`src/logic/lfr_map.vh`:
```
// register indices, command encoding, field layout and limits of the fault readout block
`ifndef LFR_MAP_VH
`define LFR_MAP_VH

// ----------------------------------------------------------------------------
// word sizes
// ----------------------------------------------------------------------------
`define LFR_WORD_BITS 48
`define LFR_CHANNELS 48
`define LFR_SCAN_LINES 16
`define LFR_CMD_BITS 8

// ----------------------------------------------------------------------------
// register indices, carried in the low six bits of a command
// ----------------------------------------------------------------------------
`define LFR_IDX_CONFIG 6'h01
`define LFR_IDX_OPEN_FLAGS 6'h14
`define LFR_IDX_SHORT_FLAGS 6'h15

// ----------------------------------------------------------------------------
// command byte: bit 7 read, bit 6 clear fault flags, bits 5..0 index
// ----------------------------------------------------------------------------
`define LFR_CMD_READ_BIT 7
`define LFR_CMD_CLEAR_BIT 6
`define LFR_CMD_IDX_MSB 5

// ----------------------------------------------------------------------------
// configuration word fields and reset values
// ----------------------------------------------------------------------------
`define LFR_CFG_LEVEL_MSB 15
`define LFR_CFG_LEVEL_LSB 0
`define LFR_CFG_RES_MSB 19
`define LFR_CFG_RES_LSB 16
`define LFR_CFG_MUL_MSB 22
`define LFR_CFG_MUL_LSB 20
`define LFR_CFG_DETECT_BIT 23
`define LFR_CFG_RESET 48'h0000_008F_0000
`define LFR_FLAGS_RESET 48'h0000_0000_0000

// ----------------------------------------------------------------------------
// limits of the link and the grayscale engine
// ----------------------------------------------------------------------------
`define LFR_SCLK_MAX_MHZ 50
`define LFR_GRAYSCALE_CLOCK_MAX_MHZ 160
`define LFR_PWM_MAX_BITS 16
`define LFR_CLK_SYS_MHZ 20

`endif

```
`src/logic/lfr_fault_readout.v`:
```
// serial-linked channel fault flag words with config, pwm and scan engine
`timescale 1ns/1ps
`include "lfr_map.vh"


module lfr_fault_readout #(
    parameter CHANNELS = `LFR_CHANNELS,
    parameter SCAN_LINES = `LFR_SCAN_LINES,
    parameter PWM_BITS = `LFR_PWM_MAX_BITS
) (
    input wire clk_sys,
    input wire rst,
    input wire serial_clock,
    input wire serial_data_input,
    output reg serial_data_output,
    input wire [CHANNELS-1:0] open_detect,
    input wire [CHANNELS-1:0] short_detect,
    output reg [CHANNELS-1:0] channel_drive,
    output reg [SCAN_LINES-1:0] scan_select,
    output reg grayscale_clock,
    output reg [CHANNELS-1:0] open_load_channel_bits,
    output reg [CHANNELS-1:0] short_channel_bits
);

    // ------------------------------------------------------------------------
    // frame states
    // ------------------------------------------------------------------------
    localparam [3:0] ST_IDLE = 4'h1;
    localparam [3:0] ST_CMD = 4'h2;
    localparam [3:0] ST_WDATA = 4'h4;
    localparam [3:0] ST_RDATA = 4'h8;

    localparam [5:0] WORD_LAST = 6'h2F;
    localparam [3:0] CMD_LAST = 4'h7;
    localparam [3:0] RES_FULL = 4'hF;

    // ------------------------------------------------------------------------
    // declarations
    // ------------------------------------------------------------------------
    wire sclk_s;
    wire sin_s;
    wire [CHANNELS-1:0] open_s;
    wire [CHANNELS-1:0] short_s;
    reg sclk_d;
    wire sclk_rise;
    reg [3:0] state;
    reg [3:0] next_state;
    reg [3:0] cmd_cnt;
    reg [5:0] bit_cnt;
    reg [`LFR_CMD_BITS-1:0] cmd_shift;
    wire [`LFR_CMD_BITS-1:0] cmd_full;
    reg [`LFR_WORD_BITS-1:0] data_shift;
    reg [`LFR_WORD_BITS-1:0] out_shift;
    reg [5:0] wr_index;
    reg [`LFR_WORD_BITS-1:0] cfg;
    reg clear_req;
    reg [`LFR_WORD_BITS-1:0] snapshot;
    wire [15:0] level;
    wire [3:0] res;
    wire [2:0] mul;
    wire detect_en;
    reg [2:0] burst_cnt;
    reg [PWM_BITS-1:0] pwm_cnt;
    wire [PWM_BITS-1:0] pwm_mask;
    wire pwm_wrap;
    wire pwm_on;

    // ------------------------------------------------------------------------
    // synchronise link pins and detector levels
    // ------------------------------------------------------------------------
    lfr_sync #(
        .W(2)
    ) u_sync_link (
        .clk_sys(clk_sys),
        .rst(rst),
        .din({serial_clock, serial_data_input}),
        .dout({sclk_s, sin_s})
    );

    lfr_sync #(
        .W(2 * CHANNELS)
    ) u_sync_detect (
        .clk_sys(clk_sys),
        .rst(rst),
        .din({open_detect, short_detect}),
        .dout({open_s, short_s})
    );

    // ------------------------------------------------------------------------
    // serial clock edge finder
    // ------------------------------------------------------------------------
    always @(posedge clk_sys or posedge rst) begin
        if (rst) begin
            sclk_d <= 1'b0;
        end else begin
            sclk_d <= sclk_s;
        end
    end

    assign sclk_rise = sclk_s & ~sclk_d; // data is taken on the rising edge only

    // ------------------------------------------------------------------------
    // configuration fields
    // ------------------------------------------------------------------------
    assign level = cfg[`LFR_CFG_LEVEL_MSB:`LFR_CFG_LEVEL_LSB];
    assign res = cfg[`LFR_CFG_RES_MSB:`LFR_CFG_RES_LSB];
    assign mul = cfg[`LFR_CFG_MUL_MSB:`LFR_CFG_MUL_LSB];
    assign detect_en = cfg[`LFR_CFG_DETECT_BIT];
    assign cmd_full = {cmd_shift[`LFR_CMD_BITS-2:0], sin_s};

    // ------------------------------------------------------------------------
    // frame sequencing, one step per serial clock rising edge
    // ------------------------------------------------------------------------
    always @* begin
        next_state = state;
        case (state)
            ST_IDLE: begin
                if (sclk_rise && sin_s) begin
                    next_state = ST_CMD; // a one on an idle line opens a frame
                end
            end
            ST_CMD: begin
                if (sclk_rise && cmd_cnt == CMD_LAST) begin
                    if (cmd_full[`LFR_CMD_READ_BIT]) begin
                        next_state = ST_RDATA;
                    end else if (cmd_full[`LFR_CMD_CLEAR_BIT]) begin
                        next_state = ST_IDLE;
                    end else begin
                        next_state = ST_WDATA;
                    end
                end
            end
            ST_WDATA: begin
                if (sclk_rise && bit_cnt == WORD_LAST) begin
                    next_state = ST_IDLE;
                end
            end
            ST_RDATA: begin
                if (sclk_rise && bit_cnt == WORD_LAST) begin
                    next_state = ST_IDLE;
                end
            end
            default: begin
                next_state = ST_IDLE;
            end
        endcase
    end

    always @(posedge clk_sys or posedge rst) begin
        if (rst) begin
            state <= ST_IDLE;
        end else begin
            state <= next_state;
        end
    end

    // ------------------------------------------------------------------------
    // command and write data shifting, msb first
    // ------------------------------------------------------------------------
    always @(posedge clk_sys or posedge rst) begin
        if (rst) begin
            cmd_cnt <= 4'h0;
            bit_cnt <= 6'h00;
            cmd_shift <= {`LFR_CMD_BITS{1'b0}};
            data_shift <= {`LFR_WORD_BITS{1'b0}};
            wr_index <= 6'h00;
        end else if (sclk_rise) begin
            case (state)
                ST_IDLE: begin
                    cmd_cnt <= 4'h0;
                    bit_cnt <= 6'h00;
                end
                ST_CMD: begin
                    cmd_shift <= cmd_full;
                    cmd_cnt <= cmd_cnt + 4'h1;
                    wr_index <= cmd_full[`LFR_CMD_IDX_MSB:0];
                    bit_cnt <= 6'h00;
                end
                ST_WDATA: begin
                    data_shift <= {data_shift[`LFR_WORD_BITS-2:0], sin_s};
                    bit_cnt <= bit_cnt + 6'h01;
                end
                ST_RDATA: begin
                    bit_cnt <= bit_cnt + 6'h01;
                end
                default: begin
                    cmd_cnt <= 4'h0;
                end
            endcase
        end
    end

    // ------------------------------------------------------------------------
    // configuration register write; flag words take no write
    // ------------------------------------------------------------------------
    always @(posedge clk_sys or posedge rst) begin
        if (rst) begin
            cfg <= `LFR_CFG_RESET;
        end else if (sclk_rise && state == ST_WDATA && bit_cnt == WORD_LAST) begin
            if (wr_index == `LFR_IDX_CONFIG) begin
                cfg <= {data_shift[`LFR_WORD_BITS-2:0], sin_s};
            end // writes to other indices, flag words among them, are dropped
        end
    end

    // ------------------------------------------------------------------------
    // clear request for the fault flags, one cycle
    // ------------------------------------------------------------------------
    always @(posedge clk_sys or posedge rst) begin
        if (rst) begin
            clear_req <= 1'b0;
        end else begin
            clear_req <= sclk_rise && state == ST_CMD && cmd_cnt == CMD_LAST &&
                !cmd_full[`LFR_CMD_READ_BIT] && cmd_full[`LFR_CMD_CLEAR_BIT];
        end
    end

    // ------------------------------------------------------------------------
    // sticky fault flags; a detection in the clear cycle wins
    // ------------------------------------------------------------------------
    always @(posedge clk_sys or posedge rst) begin
        if (rst) begin
            open_load_channel_bits <= `LFR_FLAGS_RESET;
            short_channel_bits <= `LFR_FLAGS_RESET;
        end else begin
            open_load_channel_bits <= (clear_req ? {CHANNELS{1'b0}} : open_load_channel_bits) |
                (detect_en ? open_s : {CHANNELS{1'b0}});
            short_channel_bits <= (clear_req ? {CHANNELS{1'b0}} : short_channel_bits) |
                (detect_en ? short_s : {CHANNELS{1'b0}});
        end
    end

    // ------------------------------------------------------------------------
    // read word selection at command accept
    // ------------------------------------------------------------------------
    always @* begin
        case (cmd_full[`LFR_CMD_IDX_MSB:0])
            `LFR_IDX_CONFIG: snapshot = cfg;
            `LFR_IDX_OPEN_FLAGS: snapshot = open_load_channel_bits;
            `LFR_IDX_SHORT_FLAGS: snapshot = short_channel_bits;
            default: snapshot = {`LFR_WORD_BITS{1'b0}};
        endcase
    end

    // ------------------------------------------------------------------------
    // serial output: zero at read accept, then read word msb first, otherwise input passed down the chain
    // ------------------------------------------------------------------------
    always @(posedge clk_sys or posedge rst) begin
        if (rst) begin
            out_shift <= {`LFR_WORD_BITS{1'b0}};
            serial_data_output <= 1'b0;
        end else if (sclk_rise) begin
            if (state == ST_CMD && cmd_cnt == CMD_LAST && cmd_full[`LFR_CMD_READ_BIT]) begin
                out_shift <= snapshot; // whole word frozen as the read is taken
                serial_data_output <= 1'b0;
            end else if (state == ST_RDATA) begin
                serial_data_output <= out_shift[`LFR_WORD_BITS-1];
                out_shift <= {out_shift[`LFR_WORD_BITS-2:0], 1'b0};
            end else begin
                serial_data_output <= sin_s; // one-bit repeat for daisy chaining
            end
        end
    end

    // ------------------------------------------------------------------------
    // grayscale clock: a burst of mul+1 ticks per serial clock rising edge
    // ------------------------------------------------------------------------
    always @(posedge clk_sys or posedge rst) begin
        if (rst) begin
            burst_cnt <= 3'h0;
            grayscale_clock <= 1'b0;
        end else if (sclk_rise) begin
            burst_cnt <= mul; // serial clock is the multiplier source
            grayscale_clock <= 1'b1;
        end else if (burst_cnt != 3'h0) begin
            burst_cnt <= burst_cnt - 3'h1;
            grayscale_clock <= 1'b1;
        end else begin
            grayscale_clock <= 1'b0;
        end
    end

    // ------------------------------------------------------------------------
    // pwm counter with selectable resolution up to 16 bits
    // ------------------------------------------------------------------------
    assign pwm_mask = {PWM_BITS{1'b1}} >> (RES_FULL - res);
    assign pwm_wrap = grayscale_clock && (pwm_cnt == pwm_mask);
    assign pwm_on = pwm_cnt < (level & pwm_mask);

    always @(posedge clk_sys or posedge rst) begin
        if (rst) begin
            pwm_cnt <= {PWM_BITS{1'b0}};
        end else if (pwm_wrap) begin
            pwm_cnt <= {PWM_BITS{1'b0}};
        end else if (grayscale_clock) begin
            pwm_cnt <= (pwm_cnt + 1'b1) & pwm_mask;
        end
    end

    // ------------------------------------------------------------------------
    // scan line rotation on every pwm period
    // ------------------------------------------------------------------------
    always @(posedge clk_sys or posedge rst) begin
        if (rst) begin
            scan_select <= {{(SCAN_LINES-1){1'b0}}, 1'b1};
        end else if (pwm_wrap) begin
            scan_select <= {scan_select[SCAN_LINES-2:0], scan_select[SCAN_LINES-1]};
        end
    end

    // ------------------------------------------------------------------------
    // channel drive, faulted channels removed
    // ------------------------------------------------------------------------
    always @(posedge clk_sys or posedge rst) begin
        if (rst) begin
            channel_drive <= {CHANNELS{1'b0}};
        end else begin
            channel_drive <= {CHANNELS{pwm_on}} & ~open_load_channel_bits & ~short_channel_bits;
        end
    end

endmodule // lfr_fault_readout

```
`src/logic/lfr_sync.v`:
```
// two flip-flop synchroniser for a bundle of asynchronous levels
`timescale 1ns/1ps

module lfr_sync #(
    parameter W = 1
) (
    input wire clk_sys,
    input wire rst,
    input wire [W-1:0] din,
    output reg [W-1:0] dout
);

    reg [W-1:0] meta;

    // ------------------------------------------------------------------------
    // first stage feeds only the second stage
    // ------------------------------------------------------------------------
    always @(posedge clk_sys or posedge rst) begin
        if (rst) begin
            meta <= {W{1'b0}};
            dout <= {W{1'b0}};
        end else begin
            meta <= din;
            dout <= meta;
        end
    end

endmodule // lfr_sync

```
`config.mk`:
```
export PLATFORM = sky130hd
export DESIGN_NAME = lfr_fault_readout
export DESIGN_NICKNAME = d
export VERILOG_FILES = /design/src/logic/lfr_fault_readout.v /design/src/logic/lfr_sync.v
export VERILOG_INCLUDE_DIRS = /design/src /design/src/logic
export SDC_FILE = /design/constraint.sdc
export NUM_CORES = 1
export LEC_CHECK = 0
export BUFFER_PORTS_ARGS = -buffer_cell sky130_fd_sc_hd__buf_4
export CAP_MARGIN = 20
export CELL_PAD_IN_SITES_DETAIL_PLACEMENT = 2
export CELL_PAD_IN_SITES_GLOBAL_PLACEMENT = 2
export CORE_MARGIN = 2
export CORE_UTILIZATION = 42
export CTS_CLUSTER_SIZE = 24
export DETAILED_ROUTE_END_ITERATION = 12
export GPL_TIMING_DRIVEN = 0
export PLACE_DENSITY = 0.93
export SYNTH_ARGS = -nofsm -noshare
export SYNTH_HDL_FRONTEND = slang
export SYNTH_HIERARCHICAL = 1
export SYNTH_SLANG_ARGS = --single-unit
export TNS_END_PERCENT = 50
```
`constraint.sdc`:
```
create_clock -name clk_sys -period 33.6 [get_ports clk_sys]
set_input_delay 5.04 -clock clk_sys [delete_from_list [all_inputs] [get_ports clk_sys]]
set_output_delay 5.04 -clock clk_sys [all_outputs]
set_load 0.03 [all_outputs]
```
[After elaboration in Yosys (flattened, before gate mapping)]
Index checks and enable logic that the tools add are counted.
Operators by class
  add/sub/neg operators: 5
  shift-type cells: 1
  $lt $le $gt $ge: 1
  equal/unequal tests: 14
  muxes and demuxes: 23
  reduce and logical (&&, ||, !) cells: 27
  bitwise logic cells: 11
Operators with widths (count)
  $mux W48: 6
  $pmux W48 S3: 1
  $and A48 B48 Y48: 2
  $not A48 Y48: 2
  $or A48 B48 Y48: 2
  $and A16 B16 Y16: 2
  $mux W16: 2
  $add A16 B1 Y16 const B: 1
  $eq A16 B16 Y1: 1
  $lt A16 B16 Y1: 1
  $mux W4: 4
  $shr A16 B4 Y16 const A: 1
  $eq A6 B1 Y1 const B: 2
  $eq A6 B5 Y1 const B: 2
  $logic_and A1 B1 Y1: 12
  $pmux W4 S3: 1
  $pmux W6 S2: 1
  $reduce_and A2 Y1: 6
  $mux W3: 3
  $eq A4 B3 Y1 const B: 2
  $pmux W4 S2: 1
  $reduce_bool A2 Y1: 4
  $add A6 B1 Y6 const B: 1
  $eq A6 B6 Y1 const B: 1
  other kinds (15): 21
Word-level totals
  logic and storage cells: 104
  register bits after elaboration: 549
  output and inout bits: 162

[Depth between registers and ports, before layout]
Gate-level depths: netlist of run 1.
  depth after elaboration: 6
  depth in mapped cells: 14

[By module]
The synthesis of run 1 kept the hierarchy.
By module, submodules not included
  lfr_fault_readout: cells an instance 1476, instances 1, sequential area each 8692.1 µm², area each 15795.1 µm²
  lfr_sync (u_sync_detect): cells an instance 193, instances 1, sequential area each 4804.6 µm², area each 4808.4 µm²
  lfr_sync (u_sync_link): cells an instance 5, instances 1, sequential area each 100.1 µm², area each 103.8 µm²

[Worst setup path after synthesis of run 1]
No wires, ideal clock.
  path type: register to output
  start point: reg scan_select[0]
  end point: out scan_select[0]
  path buffers: 0
  arrival time: 605 ps
  required time: 28560 ps
  stages on the path, launching flop included: 1
  setup slack: 27955 ps
  cell sequence: dfstp_2
RTL lines
  start: declaration: RTL line lfr_fault_readout.v:19  | output reg [SCAN_LINES-1:0] scan_select,
  start signal: assignment: RTL line lfr_fault_readout.v:305  | scan_select <= {{(SCAN_LINES-1){1'b0}}, 1'b1};
  start signal: assignment: RTL line lfr_fault_readout.v:307  | scan_select <= {scan_select[SCAN_LINES-2:0], scan_select[SCAN_LINES-1]};
No word-level cell between the ends.

[Worst setup path in the final report of run 1]
  start point: reg short_channel_bits[4]
  end point: out short_channel_bits[4]
RTL lines
  start: declaration: RTL line lfr_fault_readout.v:22  | output reg [CHANNELS-1:0] short_channel_bits
  start signal: assignment: RTL line lfr_fault_readout.v:224  | short_channel_bits <= `LFR_FLAGS_RESET;
  start signal: assignment: RTL line lfr_fault_readout.v:228  | short_channel_bits <= (clear_req ? {CHANNELS{1'b0}} : short_channel_bits) |
No word-level cell between the ends.

==> results of run 1 <==
state kept, by name, indices dropped and copies added (netlist names), 2 cells and up:
signal                  count
cmd_shift                   7
u_sync_detect/dout         96
cmd_cnt                     4
out_shift                  48
cfg                        48
burst_cnt                   3
u_sync_link/dout            2
data_shift                 47
channel_drive              48
open_load_channel_bits     48
state                       4
bit_cnt                     6
u_sync_detect/meta         96
scan_select                16
u_sync_link/meta            2
short_channel_bits         48
pwm_cnt                    16
power groups by stage:
stage	clock [uW]	sequential (uW)	combinational [uW]
detailed placement	0	691	76.0
global placement	0	688	68.5
CTS	704	680	80.5
floorplan	0	687	44.1
global route	740	682	88.6
finish	722	682	82.8
worst max-delay path by stage:
| stage | endpoint | from | cells after the start | slack [ns] |
|---|---|---|---|---|
| 3_3_place_gp | channel_drive[27] | rst | 2 | 15.10 |
| 2_1_floorplan | bit_cnt[0] | rst | 1 | 18.95 |
| 5_1_grt | short_channel_bits[18] | short_channel_bits[18] | 1 | 26.99 |
| 6_report | short_channel_bits[4] | short_channel_bits[4] | 1 | 26.99 |
| 4_1_cts | short_channel_bits[4] | short_channel_bits[4] | 1 | 27.05 |
| 3_5_place_dp | channel_drive[27] | rst | 4 | 27.02 |
cell families (layout without fill, tap and decap cells):
| logic type | Yosys count | in the layout | share of synthesized area, % |
|---|---|---|---|
| DFF | 543 | 543 | 65.7 |
| AOI/OAI and AO/OA | 341 | 341 | 10.0 |
| and+or+nand+nor | 334 | 334 | 7.09 |
| muxes | 214 | 214 | 11.5 |
| buffers and inverters | 213 | 586 | 4.16 |
| adders and majority gates | 21 | 21 | 1.26 |
| xor gates and xnor gates | 8 | 8 | 0.338 |
| other | 0 | 8 | 0 |
per-layer routing:
metal / wire, um / vias up / track usage, %
li1: - / 6400 / -
met1: 40500 / 9262 / 50.5
met5: 82 / - / 0
met3: 10700 / 481 / 10.2
met2: 49900 / 1419 / 63.4
met4: 6850 / 12 / 16.6
cell type report:
class / instances / area (um2)
fillers: 4602 / 23200
flip-flops and latches: 543 / 13600
multi-input cells: 918 / 6250
repair buffers: 269 / 2090
clock buffers: 81 / 1630
well taps: 664 / 831
plain buffers: 101 / 440
inverters: 112 / 435
clock inverters: 23 / 363
diodes: 8 / 20.0
layout by cell type (no fill, tap or decap), drive strengths merged, types with 15 or more instances in the layout:
cell type | netlist | routed
nor2 | 75 | 75
inv | 112 | 113
buf | 29 | 296
dfrtp | 536 | 536
a21oi | 66 | 66
nand2 | 177 | 177
clkbuf | 72 | 155
mux2 | 164 | 164
a2111oi | 50 | 50
nor3 | 15 | 15
mux2i | 50 | 50
ha | 20 | 20
o21ai | 169 | 169
worst register-to-register path, cell delays in order (launching register included):
cell       delay, ns
dfstp_2         0.61
buf_2           0.28
clkbuf_1        0.59
a21oi_1         0.29
nand2b_1        0.26
ha_1            0.39
nand4_1         0.14
o31ai_1         0.90
clkbuf_1        0.77
clkbuf_1        0.62
a2111oi_0       0.38
stage by stage:
stage	setup WS [ns]	instance area [um2]	util [%]
floorplan	18.95	20700	-
global placement	15.10	23500	48.1
detailed placement	27.02	23600	48.4
CTS	27.05	25600	52.4
global route	26.99	25600	52.5
finish	26.99	25700	52.5
==> key figures, run 1 <==
Synth
  • Cell taking the most area after synthesis: dfrtp_1
  • Cells after Synth: 1674
  • Synth top area share: 64.8%
  • Post-synth ARST share: 100%
  • Syn. warnings: 6
  • Post-synth top cells: dfrtp_1, nand2_1, o21ai_0
  • Main flop type after synthesis: dfrtp_1
  • Count of unique library cells instantiated by Yosys: 63
  • Synth top area cells: dfrtp_1, mux2_2, o21ai_0
  • Syn Std Cell Area: 20700 um2
  • Syn nets: 1794
  • Yosys reg bits: 543
  • Seq/Total Area, Yosys: 65.7%
  • Post-synthesis average cell area: 12.4 um2
  • Post-synth EDFFs: 0
  • Most frequent cell after synthesis: dfrtp_1

Pwr
  • PwrDens: ~58 nW/um2
  • Cell Int Power: 1100 uW
  • Psw: 389 uW
  • Switch share: a little over a quarter
  • Sequential Power Share: a little under half
  • VDD IR max: 53.8 uV
  • Leak: 0.0120 uW
  • Combinational power share: 5.6%
  • Total power: 1490 uW
  • Clk pwr share: 48.6%

Global route
  • GRT Overall Usage: roughly two fifths
  • Largest net degree at the start of global routing: 117
  • Congestion Overflow GR: 0
  • First-pass GRT wire length: 143 mm
  • Number of antenna violations at the first check in global routing: 10
  • Vias in the first global route: 18800

Place
  • Placed cells: 2604
  • GP Congestion: 0.872
  • Port Buf Inserts: ~260
  • Dpl hpwl: around 56 mm

Run
  • Max Cap Viol: 0

Clock tree
  • Post-CTS Setup Bufs: 0
  • Clock insertion delay at the later pin of the skew report: 0.68 ns
  • Num Clock Sinks: approximately 540
  • Longest Clk Path Bufs: 3
  • Max H-tree Level: 2
  • Worst-path clk slew: about 0.08 ns
  • Clk root buf: clkbuf_16
  • TritonCTS clock tree: built
  • Resized Gates After CTS: 0
  • CTS buffer count: 56
  • # hold bufs at CTS: 0

Min path
  • Hold Crit Start: u_sync_detect/meta[40]
  • Hold Path End: u_sync_detect/dout[40]
  • Hold Path Depth: 0
  • Type of the tightest min-delay check: reg2reg

Worst setup path
  • Critical path's top delay family: flip-flops
  • FF-to-FF path depth: 10
  • CP Class: reg2out
  • FF-to-FF setup slack: 28.14 ns
  • Setup crit end kind: output port
  • Worst EP required: between 20 and 30 ns
  • Worst setup SP type: flop
  • R2R Path End: channel_drive[28]
  • CP bufs+invs: 1
  • Max stage delay on crit path: around 0.59 ns
  • RR Startpoint: cfg[17]
  • Worst-path maximum fanout: 4
  • Critical Path Slowest Stage Cell: dfrtp_1
  • Crit-path cells: buf_4
  • CP Data Arrival Time: 1.57 ns

STA
  • Clock skew: slightly above 0.05 ns
  • WHS: 0.349 ns
  • TNS Setup: 0 ns
  • Slew Limit Fails: 0
  • Slew margin rel.: between 20% and 30%
  • Period minus WS final: 6.61 ns
  • Setup-failing EPs final: 0
  • Fmax: 0.151 GHz
  • Final worst-path cycle share: between 10% and 20%
  • Hold Vio Cnt, Final: 0
  • RSZ-0062 raised after global routing: false
  • Worst-Margin Slew: 1.15 ns

Floorplan
  • DIE WIDTH: 226 um
  • Die height: 226 um
  • Core ar.: a little under 50000 um2
  • Top Ports: around 260
  • Core Rows: 81
  • Starting Density: 42.4%
  • Die ar.: 51100 um2

Finish
  • Layout area overhead: 23.9%
  • Final non-filler cell total: 2719
  • # nets final: 2121
  • Share of layout cells above drive strength 1: 27.6%

Route
  • DRT iter0 DRCs: 2089
  • Vias per cell: 6.46
  • DR WL/cell: approximately 40 um
  • Post-route ant nets: 0
  • Drt total wl: approximately 110 mm
  • Vias: 17600
  • 1st-pass router iterations: 6
  • DRC: 0

Outcome
  • Status: complete, no violations
No activity file was read; power rests on OpenSTA's default activity.
==> inputs of run 2 (changes only) <==
Settings changed: CORE_UTILIZATION 42 to 35, PLACE_DENSITY 0.93 to 0.84.
Clock period 33.6 ns to 5.3 ns, I/O delays scaled along.
==> run 2 against run 1 <==
Cell count grew 4.3%. Routed wire length shrank 22%. First-iteration DRC count shrank 52%. Highest routed layer is now met4.
==> key figures, run 2 (synthesis gave the netlist of run 1 again) <==
Finish
  • Top Registers: u_sync_detect/dout x96, u_sync_detect/meta x96 (unchanged)
  • Antenna cells: 0 (was 8)
  • Layout area overhead: 25.9% (was 23.9%)
  • Commonest cells after routing, fill and taps aside: dfrtp_1, buf_4, nand2_1 (unchanged)
  • Final core occ: 44.3% (was 52.5%)
  • Final non-filler cell total: 2836 (was 2719)
  • # nets final: 2133 (was 2121)
  • Leading cell type in the layout, fill and taps excluded: dfrtp_1 (unchanged)
  • Fillers: 5791 (was 4602)
  • Share of layout cells above drive strength 1: 28.3% (was 27.6%)

Route
  • DRT iter0 DRCs: 1002 (was 2089)
  • Metal-1 WL: 32.6 mm (was 40.5 mm)
  • Routed wl met2: 44.1 mm (was 49.9 mm)
  • DRC: 0 (unchanged)
  • Vias: 15500 (was 17600)
  • Drt total wl: 84.4 mm (was 108 mm)
  • DR WL/cell: 29.8 um (was 39.7 um)
  • 1st-pass router iterations: 5 (was 6)
  • Post-route ant nets: 0 (unchanged)
  • Wire length on met3: 4.39 mm (was 10.7 mm)
  • Max Used Layer: met4 (was met5)
  • Vias per cell: 5.46 (was 6.46)

STA
  • Clock skew: 0.0239 ns (was 0.0516 ns)
  • Final worst-path cycle share: 95.5%
  • TNS Setup: 0 ns (unchanged)
  • RSZ-0062 raised after global routing: false (unchanged)
  • Period minus WS final: 5.06 ns
  • Setup ws final: 0.237 ns (was 26.99 ns)
  • Slew margin rel.: 32.9% (was 21.5%)
  • Fmax: approximately 0.20 GHz
  • Hold Vio Cnt, Final: 0 (unchanged)
  • Slew Limit Fails: 0 (unchanged)
  • Setup-failing EPs final: 0 (unchanged)
  • Worst-Margin Slew: 1.01 ns (was 1.15 ns)

Global route
  • GRT Overall Usage: 27.6% (was 39.3%)
  • Vias in the first global route: 18100 (was 18800)
  • Largest net degree at the start of global routing: 45 (was 117)
  • First-pass GRT wire length: 125 mm (was 143 mm)
  • Congestion Overflow GR: 0 (unchanged)
  • Number of antenna violations at the first check in global routing: 1 (was 10)

Run
  • Max Cap Viol: 0 (unchanged)

Clock tree
  • Num Clock Sinks: 543 (unchanged)
  • Resized Gates After CTS: 0 (unchanged)
  • # hold bufs at CTS: 0 (unchanged)
  • CTS buffer count: 58 (was 56)
  • Longest Clk Path Bufs: 3 (unchanged)
  • Post-CTS Setup Bufs: 0 (unchanged)
  • Clk root buf: clkbuf_16 (unchanged)
  • Worst-path clk slew: 0.06 ns (was 0.08 ns)
  • Max H-tree Level: 2 (unchanged)
  • TritonCTS clock tree: built (unchanged)
  • Clock insertion delay at the later pin of the skew report: 0.65 ns (was 0.68 ns)

Pwr
  • Leak: 0.0122 uW (was 0.0120 uW)
  • Total power: 9360 uW (was 1490 uW)
  • PwrDens: 359 nW/um2 (was 57.9 nW/um2)
  • VDD IR max: 343 uV (was 53.8 uV)

Floorplan
  • Starting Density: 35.2% (was 42.4%)
  • DIE WIDTH: 247 um (was 226 um)
  • Core Rows: 89 (was 81)
  • Die height: 247 um (was 226 um)
  • Core ar.: 58800 um2 (was 48800 um2)
  • Die ar.: 61100 um2 (was 51100 um2)
  • Top Ports: 262 (unchanged)

Worst setup path
  • Worst-path maximum fanout: 10 (was 4)
  • Worst EP required: 5.74 ns (was 28.56 ns)
  • CP Class: reg2reg (was reg2out)
  • Worst setup SP type: flop (unchanged)
  • CP Data Arrival Time: 5.50 ns (was 1.57 ns)
  • FF-to-FF setup slack: 0.24 ns (was 28.14 ns)
  • Setup crit end kind: flop (was output port)
  • CP dominant cell by count: clkbuf_1
  • Max stage delay on crit path: 0.91 ns (was 0.59 ns)
  • Critical Path Slowest Stage Cell: a2111oi_0 (was dfrtp_1)
  • Crit-path cells: buf_2, clkbuf_1, o311ai_0, ha_1, a21o_1, a21o_1, a21oi_1, o21a_1, o31ai_1, clkbuf_4, clkbuf_1, clkbuf_1, a2111oi_0 (was buf_4)

Min path
  • Type of the tightest min-delay check: in2async (was reg2reg)

Place
  • Port Buf Inserts: 261 (unchanged)
  • GP Congestion: 0.837 (was 0.872)
  • Worst slack at placement: 0.280 ns (was 27.02 ns)
  • Placed cells: 2724 (was 2604)
  • Dpl hpwl: 52.5 mm (was 56.5 mm)

Outcome
  • Status: complete, no violations (unchanged)
## run 2: cell count changes in the layout (fill, tap and decap cells not counted), sizes merged, moves of 2 or more
cell and delta:
diode -8, buf +10, clkinv +5, clkbuf +2
## run 2: power breakdown
group | switching [uW] | internal (uW) | total [uW]
clock network | 1880 | 2660 | 4540
registers | 63.3 | 4240 | 4310
logic | 329 | 187 | 516
total | 2270 | 7090 | 9360
## run 2: layout make-up
cell class | instances | area (um2) | area share, %
Clock buffer | 84 | 1720 | 6.59
Tap cell | 773 | 967 | 3.71
Multi-Input combinational cell | 918 | 6260 | 24.0
Clock inverter | 26 | 382 | 1.46
Inverter | 112 | 428 | 1.64
Timing Repair Buffer | 279 | 2290 | 8.77
Buffer | 101 | 440 | 1.69
Sequential cell | 543 | 13600 | 52.1
## run 2: per-layer routing
| layer | track usage (%) | vias to the layer above |
|---|---|---|
| met5 | 0 | - |
| met4 | 11.5 | 0 |
| met3 | 5.85 | 161 |
| met2 | 48.9 | 528 |
| met1 | 32.5 | 8369 |
| li1 | - | 6433 |
## run 2: final timing paths
| check | start | to | cells past startpoint |
|---|---|---|---|
| worst max-delay path | cfg[17] | channel_drive[44] | 13 |
| worst min-delay path | rst | u_sync_link/meta[1] | 2 |
| worst max register to register | cfg[17] | channel_drive[44] | 13 |
| worst min register to register | u_sync_detect/meta[37] | u_sync_detect/dout[37] | 0 |
| max in group asynchronous | rst | channel_drive[30] | 8 |
| min in group clk_sys | short_detect[21] | u_sync_detect/meta[21] | 1 |
## run 2: worst max-delay path, delay by kind of cell, from the launching register on
family          cells  cell delay [ns]
compound gates      7             1.98
fa+ha+maj           1             0.38
buf+inv             5             1.89
flops               1             0.60
## run 2: stage by stage
step	hold WS (ns)	area [um2]
floorplan	0.331	20700
global placement	0.332	23600
detailed placement	0.336	23900
CTS	0.0764	26000
global route	0.0918	26100
finish	0.0988	26100
==> inputs of run 3 (changes only) <==
Settings changed: PLACE_DENSITY 0.84 to 0.85, SYNTH_HIERARCHICAL 1 to default.
==> run 3 against run 2 <==
Routed wire length is 4.7% lower. Setup slack improved by 0.13 ns. Sequential share of layout area grew 1.1 points. Count of clock-buffer cells in the layout shrank 7. Via count fell by 0.63%. Sequential power is 1% higher. Cell area down 2.1%. Critical path type unchanged. Utilization decreased by 0.12 points. Cell count increased by 1.1%. Die area down 1.5%. Synthesized area shrank 1.5%. Global-route usage decreased by 0.50 points.
==> key figures, run 3 <==
Min path
  • Type of the tightest min-delay check: in2reg (was in2async)

Route
  • Vias per cell: 5.37 (was 5.46)
  • DR WL/cell: 28.1 um (was 29.8 um)
  • Vias: 15400 (was 15500)
  • 1st-pass router iterations: 4 (was 5)
  • DRC: 0 (unchanged)
  • Post-route ant nets: 0 (unchanged)
  • DRT iter0 DRCs: 985 (was 1002)
  • Drt total wl: 80.5 mm (was 84.4 mm)

Worst setup path
  • Setup crit end kind: flop (unchanged)
  • Worst EP required: 5.78 ns (was 5.74 ns)
  • R2R Path End: channel_drive[34] (was channel_drive[44])
  • CP Class: reg2reg (unchanged)
  • Worst setup path endpoint: channel_drive[34] (was channel_drive[44])
  • FF-to-FF setup slack: 0.37 ns (was 0.24 ns)
  • Worst-path maximum fanout: 10 (unchanged)
  • CP Data Arrival Time: 5.41 ns (was 5.50 ns)
  • RR Startpoint: cfg[18] (was cfg[17])
  • CP Launch Point: cfg[18] (was cfg[17])
  • FF-to-FF path depth: 14 (was 13)
  • Worst setup SP type: flop (unchanged)

STA
  • Period minus WS final: 4.93 ns (was 5.06 ns)
  • Clock skew: 0.0251 ns (was 0.0239 ns)
  • Hold Vio Cnt, Final: 0 (unchanged)
  • Fmax: 0.203 GHz (was 0.197 GHz)
  • TNS Setup: 0 ns (unchanged)
  • Worst-Margin Slew: 1.26 ns (was 1.01 ns)
  • RSZ-0062 raised after global routing: false (unchanged)
  • Final worst-path cycle share: 93.0% (was 95.5%)
  • Slew Limit Fails: 0 (unchanged)
  • Slew margin rel.: 16.2% (was 32.9%)
  • Setup-failing EPs final: 0 (unchanged)

Clock tree
  • # hold bufs at CTS: 0 (unchanged)
  • Resized Gates After CTS: 0 (unchanged)
  • Worst-path clk slew: 0.07 ns (was 0.06 ns)
  • TritonCTS clock tree: built (unchanged)
  • Clk root buf: clkbuf_16 (unchanged)
  • CTS buffer count: 56 (was 58)
  • Max H-tree Level: 2 (unchanged)
  • Num Clock Sinks: 543 (unchanged)
  • Clock insertion delay at the later pin of the skew report: 0.63 ns (was 0.65 ns)
  • Post-CTS Setup Bufs: 0 (unchanged)
  • Longest Clk Path Bufs: 3 (unchanged)

Global route
  • Largest net degree at the start of global routing: 46 (was 45)
  • Vias in the first global route: 18000 (was 18100)
  • GRT Overall Usage: 27.1% (was 27.6%)
  • Number of antenna violations at the first check in global routing: 1 (unchanged)
  • Congestion Overflow GR: 0 (unchanged)
  • First-pass GRT wire length: 122 mm (was 125 mm)

Finish
  • Top Registers: u_sync_detect.dout x96, u_sync_detect.meta x96 (was u_sync_detect/dout x96, u_sync_detect/meta x96)
  • Share of layout cells above drive strength 1: 25.0% (was 28.3%)
  • Post-route cell area: 25500 um2 (was 26100 um2)
  • # nets final: 2173 (was 2133)
  • Commonest cells after routing, fill and taps aside: dfrtp_1, buf_4, nand2_1 (unchanged)
  • Leading cell type in the layout, fill and taps excluded: dfrtp_1 (unchanged)
  • Fillers: 5773 (was 5791)
  • Layout area overhead: 25.2% (was 25.9%)

Floorplan
  • Die height: 245 um (was 247 um)
  • Die ar.: 60200 um2 (was 61100 um2)
  • DIE WIDTH: 245 um (was 247 um)
  • Starting Density: 35.3% (was 35.2%)
  • Core ar.: 57700 um2 (was 58800 um2)
  • Core Rows: 88 (was 89)
  • Top Ports: 262 (unchanged)

Synth
  • Seq/Total Area, Yosys: 66.7% (was 65.7%)
  • Most frequent cell after synthesis: dfrtp_1 (unchanged)
  • Main flop type after synthesis: dfrtp_1 (unchanged)
  • Syn. warnings: 0 (was 6)
  • Synth top area cells: dfrtp_1, mux2_2, o21ai_0 (unchanged)
  • Post-synth ARST share: 100% (unchanged)
  • Syn nets: 1841 (was 1794)
  • Syn Std Cell Area: 20400 um2 (was 20700 um2)
  • Count of unique library cells instantiated by Yosys: 58 (was 63)
  • Yosys reg bits: 543 (unchanged)
  • Post-synth top cells: dfrtp_1, nand2_1, o21ai_0 (unchanged)
  • Post-synthesis average cell area: 11.8 um2 (was 12.4 um2)
  • Cells after Synth: 1721 (was 1674)
  • Cell taking the most area after synthesis: dfrtp_1 (unchanged)
  • Synth top area share: 65.8% (was 64.8%)
  • Post-synth EDFFs: 0 (unchanged)

Pwr
  • Cell Int Power: 6940 uW (was 7090 uW)
  • Sequential Power Share: 46.9% (was 46.0%)
  • Switch share: 25.6% (was 24.3%)
  • Clk pwr share: 45.5% (was 48.5%)
  • PwrDens: 365 nW/um2 (was 359 nW/um2)
  • Leak: 0.0119 uW (was 0.0122 uW)
  • Psw: 2390 uW (was 2270 uW)
  • VDD IR max: 481 uV (was 343 uV)
  • Combinational power share: 7.6% (was 5.5%)

Place
  • Post-placement cell area: 23600 um2 (was 23900 um2)
  • Dpl hpwl: 49.1 mm (was 52.5 mm)
  • Port Buf Inserts: 261 (unchanged)
  • GP Congestion: 0.838 (was 0.837)

Run
  • Max Cap Viol: 0 (unchanged)

Outcome
  • Status: complete, no violations (unchanged)
[run 3: area by class of cell]
class	count	area [um2]	share of cell area (%)
flip-flops and latches	543	13600	53.3
inverters	107	405	1.59
plain buffers	93	402	1.57
clock inverters	27	312	1.22
well taps	765	957	3.75
repair buffers	274	2220	8.70
multi-input cells	978	5990	23.5
diodes	2	5.00	0.0196
clock buffers	77	1630	6.39
[run 3: cells by family after synthesis]
group                    Yosys count  share of synthesized area (%)
AO/OA/AOI/OAI                    333                           9.00
XOR/XNOR                          10                          0.430
adder cells (fa/ha/maj)           20                           1.23
buffers and inverters            200                           3.94
flip-flops                       543                           66.7
multiplexers                     169                           9.02
AND/OR/NAND/NOR                  446                           9.70
[run 3: per-layer routing]
layer | GRT usage [%] | part of all wire (%)
met4 | 9.38 | 3.2
met5 | 0 | 0
met3 | 3.97 | 4.0
met1 | 32.4 | 39
met2 | 49.6 | 53
[run 3: power groups by stage]
stage / sequential, uW / clock (uW) / combinational, uW
after floorplan: 4420 / 0 / 432
after detailed placement: 4440 / 0 / 693
after global placement: 4430 / 0 / 631
after global routing: 4380 / 4450 / 776
after CTS: 4370 / 4290 / 713
final: 4370 / 4250 / 707
[run 3: how the worst min path moves through the flow]
stage / depth (start not counted) / slack, ns / endpoint / from
after floorplan: 0 / 0.33 / u_sync_detect.dout[0] / u_sync_detect.meta[0]
after global placement: 0 / 0.33 / u_sync_detect.dout[89] / u_sync_detect.meta[89]
after detailed placement: 0 / 0.34 / u_sync_detect.dout[7] / u_sync_detect.meta[7]
after CTS: 1 / 0.25 / u_sync_detect.meta[75] / open_detect[27]
after global routing: 1 / 0.26 / u_sync_detect.meta[51] / open_detect[3]
final: 1 / 0.27 / u_sync_detect.meta[74] / open_detect[26]
[run 3: through the flow]
stage                     hold WS (ns)  std cells  utilization, %  total power, uW  worst slack (ns)
after global routing             0.256       2865            44.2             9600             0.224
after CTS                        0.254       2864            44.2             9380             0.321
after global placement           0.332       2747            40.4             5060             -5.59
after detailed placement         0.336       2760            40.9             5130             0.539
after floorplan                  0.331       1721               -             4850             -2.88
final                            0.272       2866            44.2             9320             0.369
[run 3: critical path, stage by stage (launching register included)]
cell and delay [ns]:
dfstp_2 0.55, buf_4 0.19, clkbuf_1 0.48, nor2_1 0.21, nand2_1 0.16, nand2_1 0.07
ha_1 0.28, a21o_1 0.11, a21o_1 0.13, a21oi_1 0.07, o211a_1 0.26, o311ai_1 0.67
clkbuf_1 0.99, buf_2 0.44, nor3_1 0.17
